**config.mk**
```make
export PLATFORM = sky130hd
export DESIGN_NAME = supply_adc_ctrl
export DESIGN_NICKNAME = d
export VERILOG_FILES = /design/src/supply_adc_pkg.sv /design/src/clock_divider.sv /design/src/edge_event.sv /design/src/supply_adc_ctrl.sv
export VERILOG_INCLUDE_DIRS = /design/src
export SDC_FILE = /design/constraint.sdc
export NUM_CORES = 1
export LEC_CHECK = 0
export BUFFER_PORTS_ARGS = -buffer_cell sky130_fd_sc_hd__clkbuf_2
export CORE_ASPECT_RATIO = 1.2
export CORE_UTILIZATION = 25
export DETAILED_ROUTE_END_ITERATION = 8
export PLACE_DENSITY_LB_ADDON = 0.12
export SLEW_MARGIN = 0
export SYNTH_ARGS = -nofsm -noshare
export SYNTH_HDL_FRONTEND = slang
export SYNTH_SLANG_ARGS = --single-unit
```
**constraint.sdc**
```tcl
create_clock -name MCLK -period 3.9 [get_ports MCLK]
set_input_delay 0.39 -clock MCLK [delete_from_list [all_inputs] [get_ports MCLK]]
set_output_delay 0.39 -clock MCLK [all_outputs]
set_load 0.01 [all_outputs]
```
**src/supply_adc_cfg.svh**
```systemverilog
// register offsets, field positions and reset values for the supply and converter control block
`ifndef SUPPLY_ADC_CFG_SVH
`define SUPPLY_ADC_CFG_SVH

`define SUPPLY_PUMP_CONTROL_ADDR        8'h1F
`define CONVERTER_CONTROL_ADDR          8'h18
`define CHOPPER_DIVIDER_ADDR            8'h1A
`define EVENT_STATUS_ADDR               8'h1B

`define SPC_MODULE_EN_BIT               0
`define SPC_DOUBLER_EN_BIT              1
`define SPC_FAST_START_BIT              2
`define SPC_DIV_LSB                     3
`define SPC_DIV_MSB                     7
`define SPC_RESET                       8'h00

`define CCR_POWER_EN_BIT                0
`define CCR_PHASE_LSB                   1
`define CCR_PHASE_MSB                   2
`define CCR_CMP_BIT                     3
`define CCR_MODE_LSB                    4
`define CCR_MODE_MSB                    5
`define CCR_CHOP_EN_BIT                 6
`define CCR_RESET                       8'h00
`define CCR_WRITE_MASK                  8'h77

`define CDR_DIV_LSB                     0
`define CDR_DIV_MSB                     2
`define CDR_INPUT_SEL_BIT               3
`define CDR_REF_RATIO_BIT               4
`define CDR_GAIN_SEL_BIT                7
`define CDR_RESET                       8'h00
`define CDR_WRITE_MASK                  8'h9F

`define PUMP_PRESCALE                   16
`define CHOP_PRESCALE                   32

`endif

```
**src/supply_adc_pkg.sv**
```systemverilog
// types shared by the supply and converter control block
package supply_adc_pkg;
  typedef enum logic [1:0] {
    PHASE_RSVD0    = 2'b00,
    PHASE_CHARGE   = 2'b01,
    PHASE_DISCHARGE = 2'b10,
    PHASE_RSVD3    = 2'b11
  } slope_phase_t;

  typedef enum logic [1:0] {
    EVT_NONE    = 2'b00,
    EVT_RISING  = 2'b01,
    EVT_FALLING = 2'b10,
    EVT_BOTH    = 2'b11
  } event_mode_t;
endpackage

```
**src/clock_divider.sv**
```systemverilog
// fixed prescaler followed by a programmable divider, square-ish output
`include "supply_adc_cfg.svh"
module clock_divider #(
  parameter int PRESCALE = 16
) (
  input  wire logic       clk,
  input  wire logic       rst_n,
  input  wire logic       enable,
  input  wire logic [7:0] ratio,    // divide by ratio+1 after prescale
  output logic            clk_out
);
  logic [4:0] pre_reg;
  logic [4:0] pre_next;
  logic [7:0] cnt_reg;
  logic [7:0] cnt_next;
  logic       out_reg;
  logic       out_next;

  // prescaler ticks, then ratio counter toggles the output each full period half
  always_comb begin
    pre_next = pre_reg;
    cnt_next = cnt_reg;
    out_next = out_reg;
    if (!enable) begin
      pre_next = 5'h00;
      cnt_next = 8'h00;
      out_next = 1'b0;
    end else if (pre_reg == 5'(PRESCALE / 2 - 1)) begin
      pre_next = 5'h00;
      if (cnt_reg >= ratio) begin
        cnt_next = 8'h00;
        out_next = !out_reg;
      end else begin
        cnt_next = cnt_reg + 8'h01;
      end
    end else begin
      pre_next = pre_reg + 5'h01;
    end
  end

  // register the divider state
  always_ff @(posedge clk) begin
    if (!rst_n) begin
      pre_reg <= 5'h00;
      cnt_reg <= 8'h00;
      out_reg <= 1'b0;
    end else begin
      pre_reg <= pre_next;
      cnt_reg <= cnt_next;
      out_reg <= out_next;
    end
  end

  assign clk_out = out_reg;
endmodule

```
**src/edge_event.sv**
```systemverilog
// two-stage synchroniser and edge detector for the comparator output
module edge_event (
  input  wire logic                      clk,
  input  wire logic                      rst_n,
  input  wire logic                      async_in,
  input  wire supply_adc_pkg::event_mode_t mode,
  output logic                           level,
  output logic                           event_pulse
);
  logic meta_reg;
  logic sync_reg;
  logic last_reg;
  logic rise;
  logic fall;

  // synchroniser and previous value
  always_ff @(posedge clk) begin
    if (!rst_n) begin
      meta_reg <= 1'b0;
      sync_reg <= 1'b0;
      last_reg <= 1'b0;
    end else begin
      meta_reg <= async_in;
      sync_reg <= meta_reg;
      last_reg <= sync_reg;
    end
  end

  // edge qualification by mode, one pulse per edge
  always_comb begin
    rise = sync_reg & !last_reg;
    fall = !sync_reg & last_reg;
    unique case (mode)
      supply_adc_pkg::EVT_NONE:    event_pulse = 1'b0;
      supply_adc_pkg::EVT_RISING:  event_pulse = rise;
      supply_adc_pkg::EVT_FALLING: event_pulse = fall;
      supply_adc_pkg::EVT_BOTH:    event_pulse = rise | fall;
    endcase
  end

  assign level = sync_reg;
endmodule

```
**src/supply_adc_ctrl.sv**
```systemverilog
// register file and control outputs for the supply module and dual-slope converter front end
`include "supply_adc_cfg.svh"

// Overview of operation
// - bit 0 enables supply module
// - bit 1 enables doubler, only if module on
// - bit 2 low shorts filter resistor
// - bits 3-7 divide pump clock by N+1 after 16
// - module off: regulator, reference, doubler and converter power off, doubler bypass, output floats
// - module on, doubler off: regulator only
// - both on: doubler feeds regulator
// - reference follows regulator enable
// - power bit switches converter analog blocks
// - chopper clock runs only when enabled
// - phase field picks charge or discharge
// - comparator bit read-only, live state
// - mode field picks interrupting comparator edges
// - input select picks chopped or bridge pin
// - gain select gives gain 2 or 4
// - ratio bit picks reference resistor tap
// - phase 01 charge, 10 discharge, others reserved
// - mode 00 none,01 rise,10 fall,11 both
// - chopper clock is fsys/32 over 2^n
module supply_adc_ctrl (
  input  wire logic       MCLK,
  input  wire logic       RST_N,
  input  wire logic [7:0] ADDR,
  input  wire logic [7:0] WDATA,
  input  wire logic       WR,
  input  wire logic       RD,
  output logic      [7:0] RDATA,
  input  wire logic       COMPARATOR_IN,
  output logic            COMPARATOR_IRQ,
  output logic            REGULATOR_ON,
  output logic            REFERENCE_ON,
  output logic            FILTER_SHORT,
  output logic            DOUBLER_ON,
  output logic            DOUBLER_BYPASS,
  output logic            DOUBLER_CLK,
  output logic            REGULATED_OUTPUT_FLOAT,
  output logic            CONVERTER_POWER,
  output logic            CHOPPER_CLK,
  output logic            CHARGE_PHASE,
  output logic            DISCHARGE_PHASE,
  output logic            INPUT_BRIDGE_SEL,
  output logic            GAIN_FOUR,
  output logic            REF_RATIO_HIGH
);
  logic [7:0] spc_reg;
  logic [7:0] spc_next;
  logic [7:0] ccr_reg;
  logic [7:0] ccr_next;
  logic [7:0] cdr_reg;
  logic [7:0] cdr_next;
  logic       flag_reg;
  logic       flag_next;
  logic [7:0] rdata_reg;
  logic [7:0] rdata_next;
  logic [7:0] outs_reg;
  logic [7:0] outs_next;

  logic       module_en;
  logic       doubler_en;
  logic       cmp_level;
  logic       cmp_event;
  logic [7:0] pump_ratio;
  logic [7:0] chop_ratio;
  logic       doubler_clk_raw;
  logic       chopper_clk_raw;
  supply_adc_pkg::slope_phase_t phase;
  supply_adc_pkg::event_mode_t  mode;

  // field extraction
  assign module_en  = spc_reg[`SPC_MODULE_EN_BIT];
  assign doubler_en = module_en & spc_reg[`SPC_DOUBLER_EN_BIT];
  assign phase      = supply_adc_pkg::slope_phase_t'(ccr_reg[`CCR_PHASE_MSB:`CCR_PHASE_LSB]);
  assign mode       = supply_adc_pkg::event_mode_t'(ccr_reg[`CCR_MODE_MSB:`CCR_MODE_LSB]);

  // chopper ratio as 2^n - 1 counts of the prescaled tick
  function automatic logic [7:0] pow2_ratio(input logic [2:0] n);
    pow2_ratio = 8'((9'h001 << n) - 9'h001);
  endfunction

  assign pump_ratio = {3'h0, spc_reg[`SPC_DIV_MSB:`SPC_DIV_LSB]};
  assign chop_ratio = pow2_ratio(cdr_reg[`CDR_DIV_MSB:`CDR_DIV_LSB]);

  // doubler clock: fsys/16/(N+1), runs only while doubler active
  clock_divider #(
    .PRESCALE (`PUMP_PRESCALE)
  ) pump_div (
    .clk     (MCLK),
    .rst_n   (RST_N),
    .enable  (doubler_en),
    .ratio   (pump_ratio),
    .clk_out (doubler_clk_raw)
  );

  // chopper clock: fsys/32/2^n, stopped when the enable is low
  clock_divider #(
    .PRESCALE (`CHOP_PRESCALE)
  ) chop_div (
    .clk     (MCLK),
    .rst_n   (RST_N),
    .enable  (ccr_reg[`CCR_CHOP_EN_BIT]),
    .ratio   (chop_ratio),
    .clk_out (chopper_clk_raw)
  );

  // comparator synchroniser and edge qualification
  edge_event cmp_edge (
    .clk         (MCLK),
    .rst_n       (RST_N),
    .async_in    (COMPARATOR_IN),
    .mode        (mode),
    .level       (cmp_level),
    .event_pulse (cmp_event)
  );

  // register writes, sticky flag with set winning over clear, read mux
  always_comb begin
    spc_next   = spc_reg;
    ccr_next   = ccr_reg;
    cdr_next   = cdr_reg;
    flag_next  = flag_reg;
    rdata_next = 8'h00;
    if (WR) begin
      unique case (ADDR)
        `SUPPLY_PUMP_CONTROL_ADDR: spc_next = WDATA;
        `CONVERTER_CONTROL_ADDR:   ccr_next = WDATA & `CCR_WRITE_MASK;
        `CHOPPER_DIVIDER_ADDR:     cdr_next = WDATA & `CDR_WRITE_MASK;
        `EVENT_STATUS_ADDR:        if (WDATA[0]) flag_next = 1'b0;
        default: ;
      endcase
    end
    if (cmp_event) begin
      flag_next = 1'b1;
    end
    if (RD) begin
      unique case (ADDR)
        `SUPPLY_PUMP_CONTROL_ADDR: rdata_next = spc_reg;
        `CONVERTER_CONTROL_ADDR:   rdata_next = ccr_reg | {4'h0, cmp_level, 3'h0};
        `CHOPPER_DIVIDER_ADDR:     rdata_next = cdr_reg;
        `EVENT_STATUS_ADDR:        rdata_next = {7'h00, flag_reg};
        default:                   rdata_next = 8'h00;
      endcase
    end
  end

  // analog control levels from the registers
  always_comb begin
    outs_next[0] = module_en;
    outs_next[1] = module_en;
    outs_next[2] = !spc_reg[`SPC_FAST_START_BIT];
    outs_next[3] = doubler_en;
    outs_next[4] = !doubler_en;
    outs_next[5] = !module_en;
    outs_next[6] = module_en & ccr_reg[`CCR_POWER_EN_BIT];
    outs_next[7] = 1'b0;
  end

  // register state
  always_ff @(posedge MCLK) begin
    if (!RST_N) begin
      spc_reg   <= `SPC_RESET;
      ccr_reg   <= `CCR_RESET;
      cdr_reg   <= `CDR_RESET;
      flag_reg  <= 1'b0;
      rdata_reg <= 8'h00;
      outs_reg  <= 8'h34;                                          // module off: short, bypass, float
    end else begin
      spc_reg   <= spc_next;
      ccr_reg   <= ccr_next;
      cdr_reg   <= cdr_next;
      flag_reg  <= flag_next;
      rdata_reg <= rdata_next;
      outs_reg  <= outs_next;
    end
  end

  assign RDATA                  = rdata_reg;
  assign COMPARATOR_IRQ         = flag_reg;
  assign REGULATOR_ON           = outs_reg[0];
  assign REFERENCE_ON           = outs_reg[1];
  assign FILTER_SHORT           = outs_reg[2];
  assign DOUBLER_ON             = outs_reg[3];
  assign DOUBLER_BYPASS         = outs_reg[4];
  assign REGULATED_OUTPUT_FLOAT = outs_reg[5];
  assign CONVERTER_POWER        = outs_reg[6];
  assign DOUBLER_CLK            = doubler_clk_raw;
  assign CHOPPER_CLK            = chopper_clk_raw;
  assign CHARGE_PHASE           = (phase == supply_adc_pkg::PHASE_CHARGE);
  assign DISCHARGE_PHASE        = (phase == supply_adc_pkg::PHASE_DISCHARGE);
  assign INPUT_BRIDGE_SEL       = cdr_reg[`CDR_INPUT_SEL_BIT];
  assign GAIN_FOUR              = cdr_reg[`CDR_GAIN_SEL_BIT];
  assign REF_RATIO_HIGH         = cdr_reg[`CDR_REF_RATIO_BIT];
endmodule

```
### Yosys cells after proc, flatten, opt, wreduce, memory -nomap -nowiden

Index checks and enable logic that the tools add are counted.

* register bits after elaboration: 67
* output and inout bits: 23
* input port bits: 21
* word-level logic and storage cells: 73

* magnitude comparators: 2
* equal/unequal tests: 11
* reduce and logical (&&, ||, !) cells: 22
* muxes and demuxes: 8
* add/sub/neg operators: 5
* bitwise operators: 9
* shifts and indexed selects: 1

Operator list (count)
* $eq 8x5->1 const B: 4
* $pmux 8 s4: 1
* $add 8x1->8 const B: 2
* $mux 8: 2
* $reduce_and 2->1: 8
* $add 5x1->5 const B: 2
* $ge 8x5->1: 1
* $ge 8x8->1: 1
* $shl 1x3->8 const A: 1
* $sub 8x1->8 const B: 1
* $logic_not 1->1: 7
* $or 7x4->7: 1
* $eq 2x2->1 const B: 3
* $reduce_bool 2->1: 3
* $reduce_or 3->1: 2
* $eq 5x3->1 const B: 1
* $eq 5x4->1 const B: 1
* $and 1x1->1: 4
* $eq 2x1->1 const B: 2
* $mux 1: 4
* $pmux 1 s4: 1
* $not 1->1: 3
* $reduce_and 3->1: 1
* $logic_not 2->1: 1
* $or 1x1->1: 1

### Depth between registers and ports, before layout

Gate-level depths: netlist of run 1.

* depth after elaboration: 6
* mapped depth: 8
* mapped depth without buffers: 8

### Hierarchy

From an unflattened synthesis of run 1, not the netlist that was laid out.

* cell total of the unflattened synthesis: 351
* area, all modules: 3223.1 µm²

Modules (own cells, without submodules)
* supply_adc_ctrl: area each 1463.9 µm², seq. area each 700.7 µm², instances 1, cells each 149
* clock_divider (pump_div): area each 838.3 µm², seq. area each 280.3 µm², instances 1, cells each 94
* clock_divider (chop_div): area each 783.3 µm², seq. area each 280.3 µm², instances 1, cells each 93
* edge_event: area each 137.6 µm², seq. area each 60.1 µm², instances 1, cells each 15

### Worst setup path after synthesis of run 1

Ideal clock, no wire load.

* kind: reg-to-reg
* start: reg cdr_reg[2]
* end: reg chop_div.out_reg, in the netlist chop_div.clk_out
* path slack: 1841 ps
* buffers on the path: 1
* required time: 3828 ps
* cell stages (with the launch flop): 9
* clock period less this slack: 2059 ps
* data arrival time: 1987 ps
* setup time: 72 ps
* cells stage by stage: dfxtp_1 > clkbuf_1 > or3_1 > ha_1 > and3_1 > o21ai_0 > a31o_2 > a21oi_1 > mux2i_1

* word-level cells in the longest chain between the ends: 4

Ends and longest elaborated chain
* start: declaration: RTL line supply_adc_ctrl.sv:53 `logic [7:0] cdr_reg;`
* start signal: assignment: RTL line supply_adc_ctrl.sv:166 `` cdr_reg <= `CDR_RESET; ``
* start signal: assignment: RTL line supply_adc_ctrl.sv:173 `cdr_reg <= cdr_next;`
* $shl 1x3->8: RTL line supply_adc_ctrl.sv:81 `pow2_ratio = 8'((9'h001 << n) - 9'h001);`
* $sub 8x1->8: RTL line supply_adc_ctrl.sv:81
* $ge 8x8->1: RTL line clock_divider.sv:30 `if (cnt_reg >= ratio) begin`
* $reduce_and 2->1 (no source line)
* end signal: assignment: RTL line clock_divider.sv:50 `out_reg <= out_next;`
* end: declaration: RTL line clock_divider.sv:16 `logic out_reg;`

No other way between the ends.
A chain may end at the register's enable or synchronous reset.

### Worst setup path after layout of run 1

* start: reg cdr_reg[0]
* end: reg chop_div.out_reg, in the netlist chop_div.clk_out

Same word-level chain as after synthesis.

==> flow_summary_export.csv, run 1 <==
group,metric,value,unit
clocking,cts_hold_buf,0,
sta,rsz0062_at_grt,"false",
synth,yosysWarnings,0,
synth,synth_fp_nets,383,
clocking,ctsResizeCount,0,
critical_path,r2r-end,"chop_div.clk_out",
die,die_y,122,um
layout,final_nets,421,
place,port_buffers,43,
die,die_x,102,um
clocking,cts_tree,"yes",
sta,slew_viol_final,0,
power,power,1.54,mW
grt,use_met1,15.0,%
die,die_area,12500,um2
sta,tightest_slew,1.11,ns
sta,slew_headroom,25.7,%
grt,grt_pass1_vias,2239,
synth,syn_avg_cell_area,8.81,um2
min_path,min-delay-start,"COMPARATOR_IN",
place,dp_hpwl,4910,um
power,p_leak,1.41,nW
clocking,clkLatencyLatePin,0.33,ns
drt,vias,2438,
synth,synth_cells,342,
die,start_util,25.8,%
layout,fin_util,31.4,%
drt,drt-total-wl,6780,um
layout,insertedDiodeCount,0,
critical_path,r2r_cells,7,
synth,ys_seq_area_share,43.8,%
drt,routed_via_density,4.50,
layout,ff_latch_area,1320,um2
synth,netlist-cell-type-count,40,
job,maxCapViolCount,0,
drt,wl_per_cell,12.5,um
sta,skew,0.00372,ns
die,rows,43,
sta,hold_violations,0,
drt,drt_iter0_markers,71,
die,pin_count,44,
grt,gr-usage-all-layers,11.9,%
sta,timing.fmax,453,MHz
sta,setup_viol,0,
grt,met3_usage,3.30,%
sta,period_needed,2.21,ns
layout,finalNonFillerCells,542,
drt,drtAntennaViolNets,0,
drt,drt_first_pass_iters,4,
grt,grt_pass1_wl,11000,um
sta,fin_ws,1.69,ns
clocking,clk_pin_slew_worst_paths,0.06,ns
layout,layout-drive-gt1-share,18.2,%
critical_path,crit_path_max_fanout,6,
layout,area.growth.synth_to_final,21.5,%
sta,timing.final.crit_share,56.6,%
grt,antenna_found_initial,0,
grt,busiest_layer,"met2",
sta,fin_tns_setup,0,ns
clocking,cts_buffer_depth,2,
layout,fillerInstances,1251,
critical_path,startpoint_type,"flip-flop",
min_path,hold_class,"input port to flip-flop",
synth,synth_seq_cells,66,
min_path,worstHoldPathCells,2,
critical_path,worstSetupPathType,"flip-flop to flip-flop",
grt,grt_max_degree,43,
critical_path,r2r_slack,1.69,ns
power,irDropWorstVdd,0.000209,V
drt,drc,0,
grt,use_met2,18.2,%
clocking,cts_root_buf,"clkbuf_16",
critical_path,endpoint_kind,"flip-flop",
clocking,cts_buffers,9,
critical_path,crit_arrival,2.47,ns
synth,syn_area,3010,um2
min_path,hold_end,"cmp_edge.meta_reg",
grt,grt_overflow,0,
layout,multi_input_area,1570,um2
clocking,clock-sinks,66,
place,pre_cts_ws,1.59,ns
power,power.density,421,nW/um2
clocking,cts_setup_buffers,0,
place,place_inst,526,
die,core_area,11700,um2
critical_path,r2r-start,"cdr_reg[0]",
critical_path,required,4.16,ns
clocking,htreeDepth,3,
place,gp_congestion,0.720,
status,status,"finished, final reports clean",
[placed cells by master (no fill, tap or decap), drive strengths merged, types with 2 or more instances in the layout]
cell and instances:
and3 8, xnor2 4, ha 20, a21oi 17, nor4 2, nand3 28, clkbuf 55, a31oi 3
clkinvlp 2, nor4b 2, o21ai 19, nor2b 16, o211ai 2, a22oi 6, and2 4, inv 14
xor2 7, dfxtp 66, or2 2, or3 3, nor3 11, nor3b 2, nand4 6, mux2i 11
nor2 27, mux2 4, clkinv 2, nand2 34
[worst max-delay path by stage]
| stage | start | depth (start not counted) | endpoint |
|---|---|---|---|
| 3_3_place_gp | ADDR[5] | 5 | cdr_reg[7] |
| 2_1_floorplan | cdr_reg[2] | 8 | chop_div.clk_out |
| 3_5_place_dp | ADDR[5] | 5 | cdr_reg[4] |
| 4_1_cts | cdr_reg[0] | 7 | chop_div.clk_out |
| 6_report | cdr_reg[0] | 7 | chop_div.clk_out |
| 5_1_grt | cdr_reg[2] | 7 | chop_div.cnt_reg[6] |
[where the power goes]
| part | switching (mW) | internal (mW) | total, mW |
|---|---|---|---|
| clock | 0.299 | 0.528 | 0.827 |
| sequential | 0.000798 | 0.676 | 0.677 |
| combinational | 0.0215 | 0.0148 | 0.0362 |
[cell type report]
type                    instances  share of cell area, %
multi-input cells             245                   42.8
flip-flops and latches         66                   36.1
clock buffers                  12                   7.00
repair buffers                 43                   5.88
well taps                     157                   5.36
inverters                      15                   1.54
clock inverters                 4                   1.37
[metal layers]
metal / vias to the layer above / wire, um
met5: - / 0
met4: 0 / 163
met3: 13 / 261
met2: 50 / 3180
met1: 1108 / 3170
li1: 1267 / -
[critical path, cell delays in order, from the launching register on]
cell and delay, ns:
dfxtp_1 0.35, or3_1 0.39, ha_1 0.27, and3_1 0.14, o21ai_0 0.06, a31o_2 0.29, a21oi_1 0.41, mux2i_1 0.23
[cell families after synthesis]
group                      Yosys count  synth area share (%)
DFF                                 66                  43.8
and+or+nand+nor                    147                  25.5
adders and majority gates           20                  8.30
muxes                               15                  5.15
other                                1                 0.124
xor gates and xnor gates            11                  3.20
buffers and inverters               31                  4.19
AOI/OAI and AO/OA                   51                  9.71
[through the flow]
stage	hold slack, ns	cell area (um2)
floorplan	0.371	3010
global placement	0.409	3360
detailed placement	0.408	3360
CTS	0.249	3660
global route	0.256	3660
finish	0.259	3660
[cells in the mapped netlist]
cell / instances / share of area (%)
xor2_1: 7 / 2.0
and4bb_2: 1 / 0.42
buf_1: 2 / 0.25
nand3_1: 27 / 4.5
a31o_2: 1 / 0.29
a21oi_1: 17 / 2.8
dfxtp_1: 66 / 44
nand3_2: 1 / 0.33
nor4b_2: 1 / 0.50
conb_1: 1 / 0.12
clkinv_1: 1 / 0.12
or3_1: 3 / 0.62
nor4_1: 1 / 0.21
o211ai_1: 2 / 0.50
nor3b_1: 2 / 0.50
o21ai_0: 19 / 3.2
a32oi_1: 1 / 0.29
nor3_1: 11 / 1.8
xnor2_1: 4 / 1.2
and2_1: 4 / 0.83
mux2i_1: 11 / 3.7
mux2_2: 4 / 1.5
or4b_1: 1 / 0.33
ha_1: 20 / 8.3
a41oi_1: 1 / 0.29
inv_1: 14 / 1.7
or2_2: 2 / 0.42
and3_1: 8 / 1.7
nor2b_1: 16 / 3.3
a22oi_1: 6 / 1.5
a211oi_1: 1 / 0.25
nand2_1: 34 / 4.2
a31oi_1: 3 / 0.62
nor4_2: 1 / 0.42
nor4b_4: 1 / 0.79
clkbuf_1: 10 / 1.2
buf_2: 2 / 0.33
nand4_1: 6 / 1.2
nor2_1: 27 / 3.4
buf_4: 2 / 0.50
(Power assumes the default switching activity.)
==> run 2, diff against run 1 <==
Settings changed: ABC_AREA set to 1.
Clock period 3.9 ns to 2.05 ns, I/O delays scaled along.
==> flow_summary_export.csv, run 2 <==
group,metric,value,unit
power,irDropWorstVdd,0.000378,V
sta,timing.fmax,563,MHz
die,pin_count,44,
grt,gr-usage-all-layers,12.1,%
layout,fillerInstances,1298,
sta,timing.final.crit_share,86.6,%
grt,antenna_found_initial,0,
synth,synth_fp_nets,435,
drt,drtAntennaViolNets,0,
place,gp_congestion,0.763,
layout,layout-drive-gt1-share,16.7,%
drt,routed_via_density,4.22,
drt,wl_per_cell,11.3,um
layout,area.growth.synth_to_final,23.3,%
synth,yosysWarnings,0,
synth,synthArstFlopShare,0,%
clocking,cts_setup_buffers,0,
synth,synth_common_cells,"inv_1, dfxtp_1, nand2_1",
drt,drt_first_pass_iters,4,
critical_path,required,2.26,ns
synth,synth.most_common_cell,"inv_1",
clocking,ctsResizeCount,0,
place,dp_hpwl,5300,um
clocking,cts_buffers,9,
sta,setup_viol,0,
sta,hold_ws,0.0613,ns
synth,yosys-top-cells-area,"dfxtp_1, inv_1, ha_1",
job,maxCapViolCount,0,
critical_path,endpoint_kind,"flip-flop",
synth,syn_avg_cell_area,7.68,um2
synth,netlist-cell-type-count,34,
clocking,clk_pin_slew_worst_paths,0.05,ns
synth,synth_edf_count,0,
critical_path,crit_path_max_fanout,4,
layout,final_nets,484,
layout,ff_latch_area,1320,um2
die,rows,43,
synth,synth_seq_cells,66,
power,power.density,808,nW/um2
die,die_area,12500,um2
synth,syn_area,3030,um2
min_path,hold_class,"input port to flip-flop",
status,status,"finished, final reports clean",
sta,slew_viol_final,0,
drt,drt_iter0_markers,67,
critical_path,crit_arrival,1.99,ns
sta,period_needed,1.78,ns
drt,drc,0,
layout,layout_common_cells,"inv_1, dfxtp_1, nand2_1",
die,die_y,123,um
synth,synth_top_area_share,43.7,%
sta,skew,0.00475,ns
synth,synth_top_cell_by_area,"dfxtp_1",
clocking,clock-sinks,66,
critical_path,startpoint_type,"flip-flop",
drt,vias,2553,
sta,rsz0062_at_grt,"false",
synth,synth_cells,394,
clocking,clkLatencyLatePin,0.33,ns
critical_path,worstSetupPathType,"flip-flop to flip-flop",
grt,grt_max_degree,19,
clocking,cts_hold_buf,0,
clocking,cts_buffer_depth,2,
synth,ys_seq_area_share,43.7,%
place,port_buffers,43,
sta,fin_tns_setup,0,ns
grt,grt_overflow,0,
grt,grt_pass1_wl,11300,um
sta,hold_violations,0,
layout,layout_commonest_cell,"inv_1",
layout,insertedDiodeCount,0,
synth,synth_ff_type,"dfxtp_1",
drt,drt-total-wl,6850,um
clocking,htreeDepth,3,
grt,grt_pass1_vias,2394,
clocking,cts_root_buf,"clkbuf_16",
clocking,cts_tree,"yes",
power,p_leak,1.59,nW
layout,multi_input_area,1400,um2
die,start_util,25.9,%
die,core_area,11700,um2
die,die_x,102,um
## run 2: metal layers
metal / track usage, % / vias to the layer above / share of wire, %
met2: 19.3 / 46 / 47
met3: 3.42 / 14 / 4.3
met4: 6.79 / 0 / 2.1
li1: - / 1346 / -
met5: 0 / - / 0
met1: 14.6 / 1147 / 46
## run 2: final timing paths
check	start	endpoint	slack (ns)	cells past startpoint
max	chop_div.pre_reg[0]	chop_div.cnt_reg[6]	0.27	9
min	COMPARATOR_IN	cmp_edge.meta_reg	0.06	3
min reg2reg	cmp_edge.meta_reg	cmp_edge.level	0.41	2
max reg2reg	chop_div.pre_reg[0]	chop_div.cnt_reg[6]	0.27	9
## run 2: kinds of logic after synthesis
kind of cell / share of synthesized area [%]
adder cells (fa/ha/maj): 8.27
XOR/XNOR: 3.18
buffers and inverters: 10.0
other: 0.124
flip-flops: 43.7
AND/OR/NAND/NOR: 23.5
AO/OA/AOI/OAI: 11.2
## run 2: area by class of cell
cell class                      instances  area share [%]
Clock buffer                           11            6.51
Clock inverter                          5            2.08
Inverter                               68            6.84
Multi-Input combinational cell        252            37.5
Sequential cell                        66            35.4
Tap cell                              157            5.26
Timing Repair Buffer                   46            6.37
## run 2: critical path, cell delays in order, from the launching register on
cell	delay, ns
dfxtp_1	0.36
ha_1	0.18
nand2_1	0.06
nor2_1	0.10
ha_1	0.21
nand4_1	0.11
or2_2	0.30
nor2_1	0.12
xor2_1	0.15
nor2_1	0.06
## run 2: per-stage QoR
| stage | cell area, um2 | total power, mW | utilization [%] | instances | setup slack, ns |
|---|---|---|---|---|---|
| 2_1_floorplan | 3030 | 1.35 | - | 394 | 0.373 |
| 3_3_place_gp | 3410 | 1.39 | 29.2 | 589 | 0.338 |
| 3_5_place_dp | 3410 | 1.39 | 29.2 | 589 | 0.282 |
| 4_1_cts | 3730 | 3.07 | 32.0 | 605 | 0.262 |
| 5_1_grt | 3730 | 3.14 | 32.0 | 605 | 0.0879 |
| 6_report | 3730 | 3.02 | 32.0 | 605 | 0.274 |
## run 2: where the power goes
part / internal (mW) / leakage, nW / switching (mW)
registers: 1.29 / 0.532 / 0.00157
clock network: 1.09 / 0.156 / 0.561
logic: 0.0275 / 0.904 / 0.0455
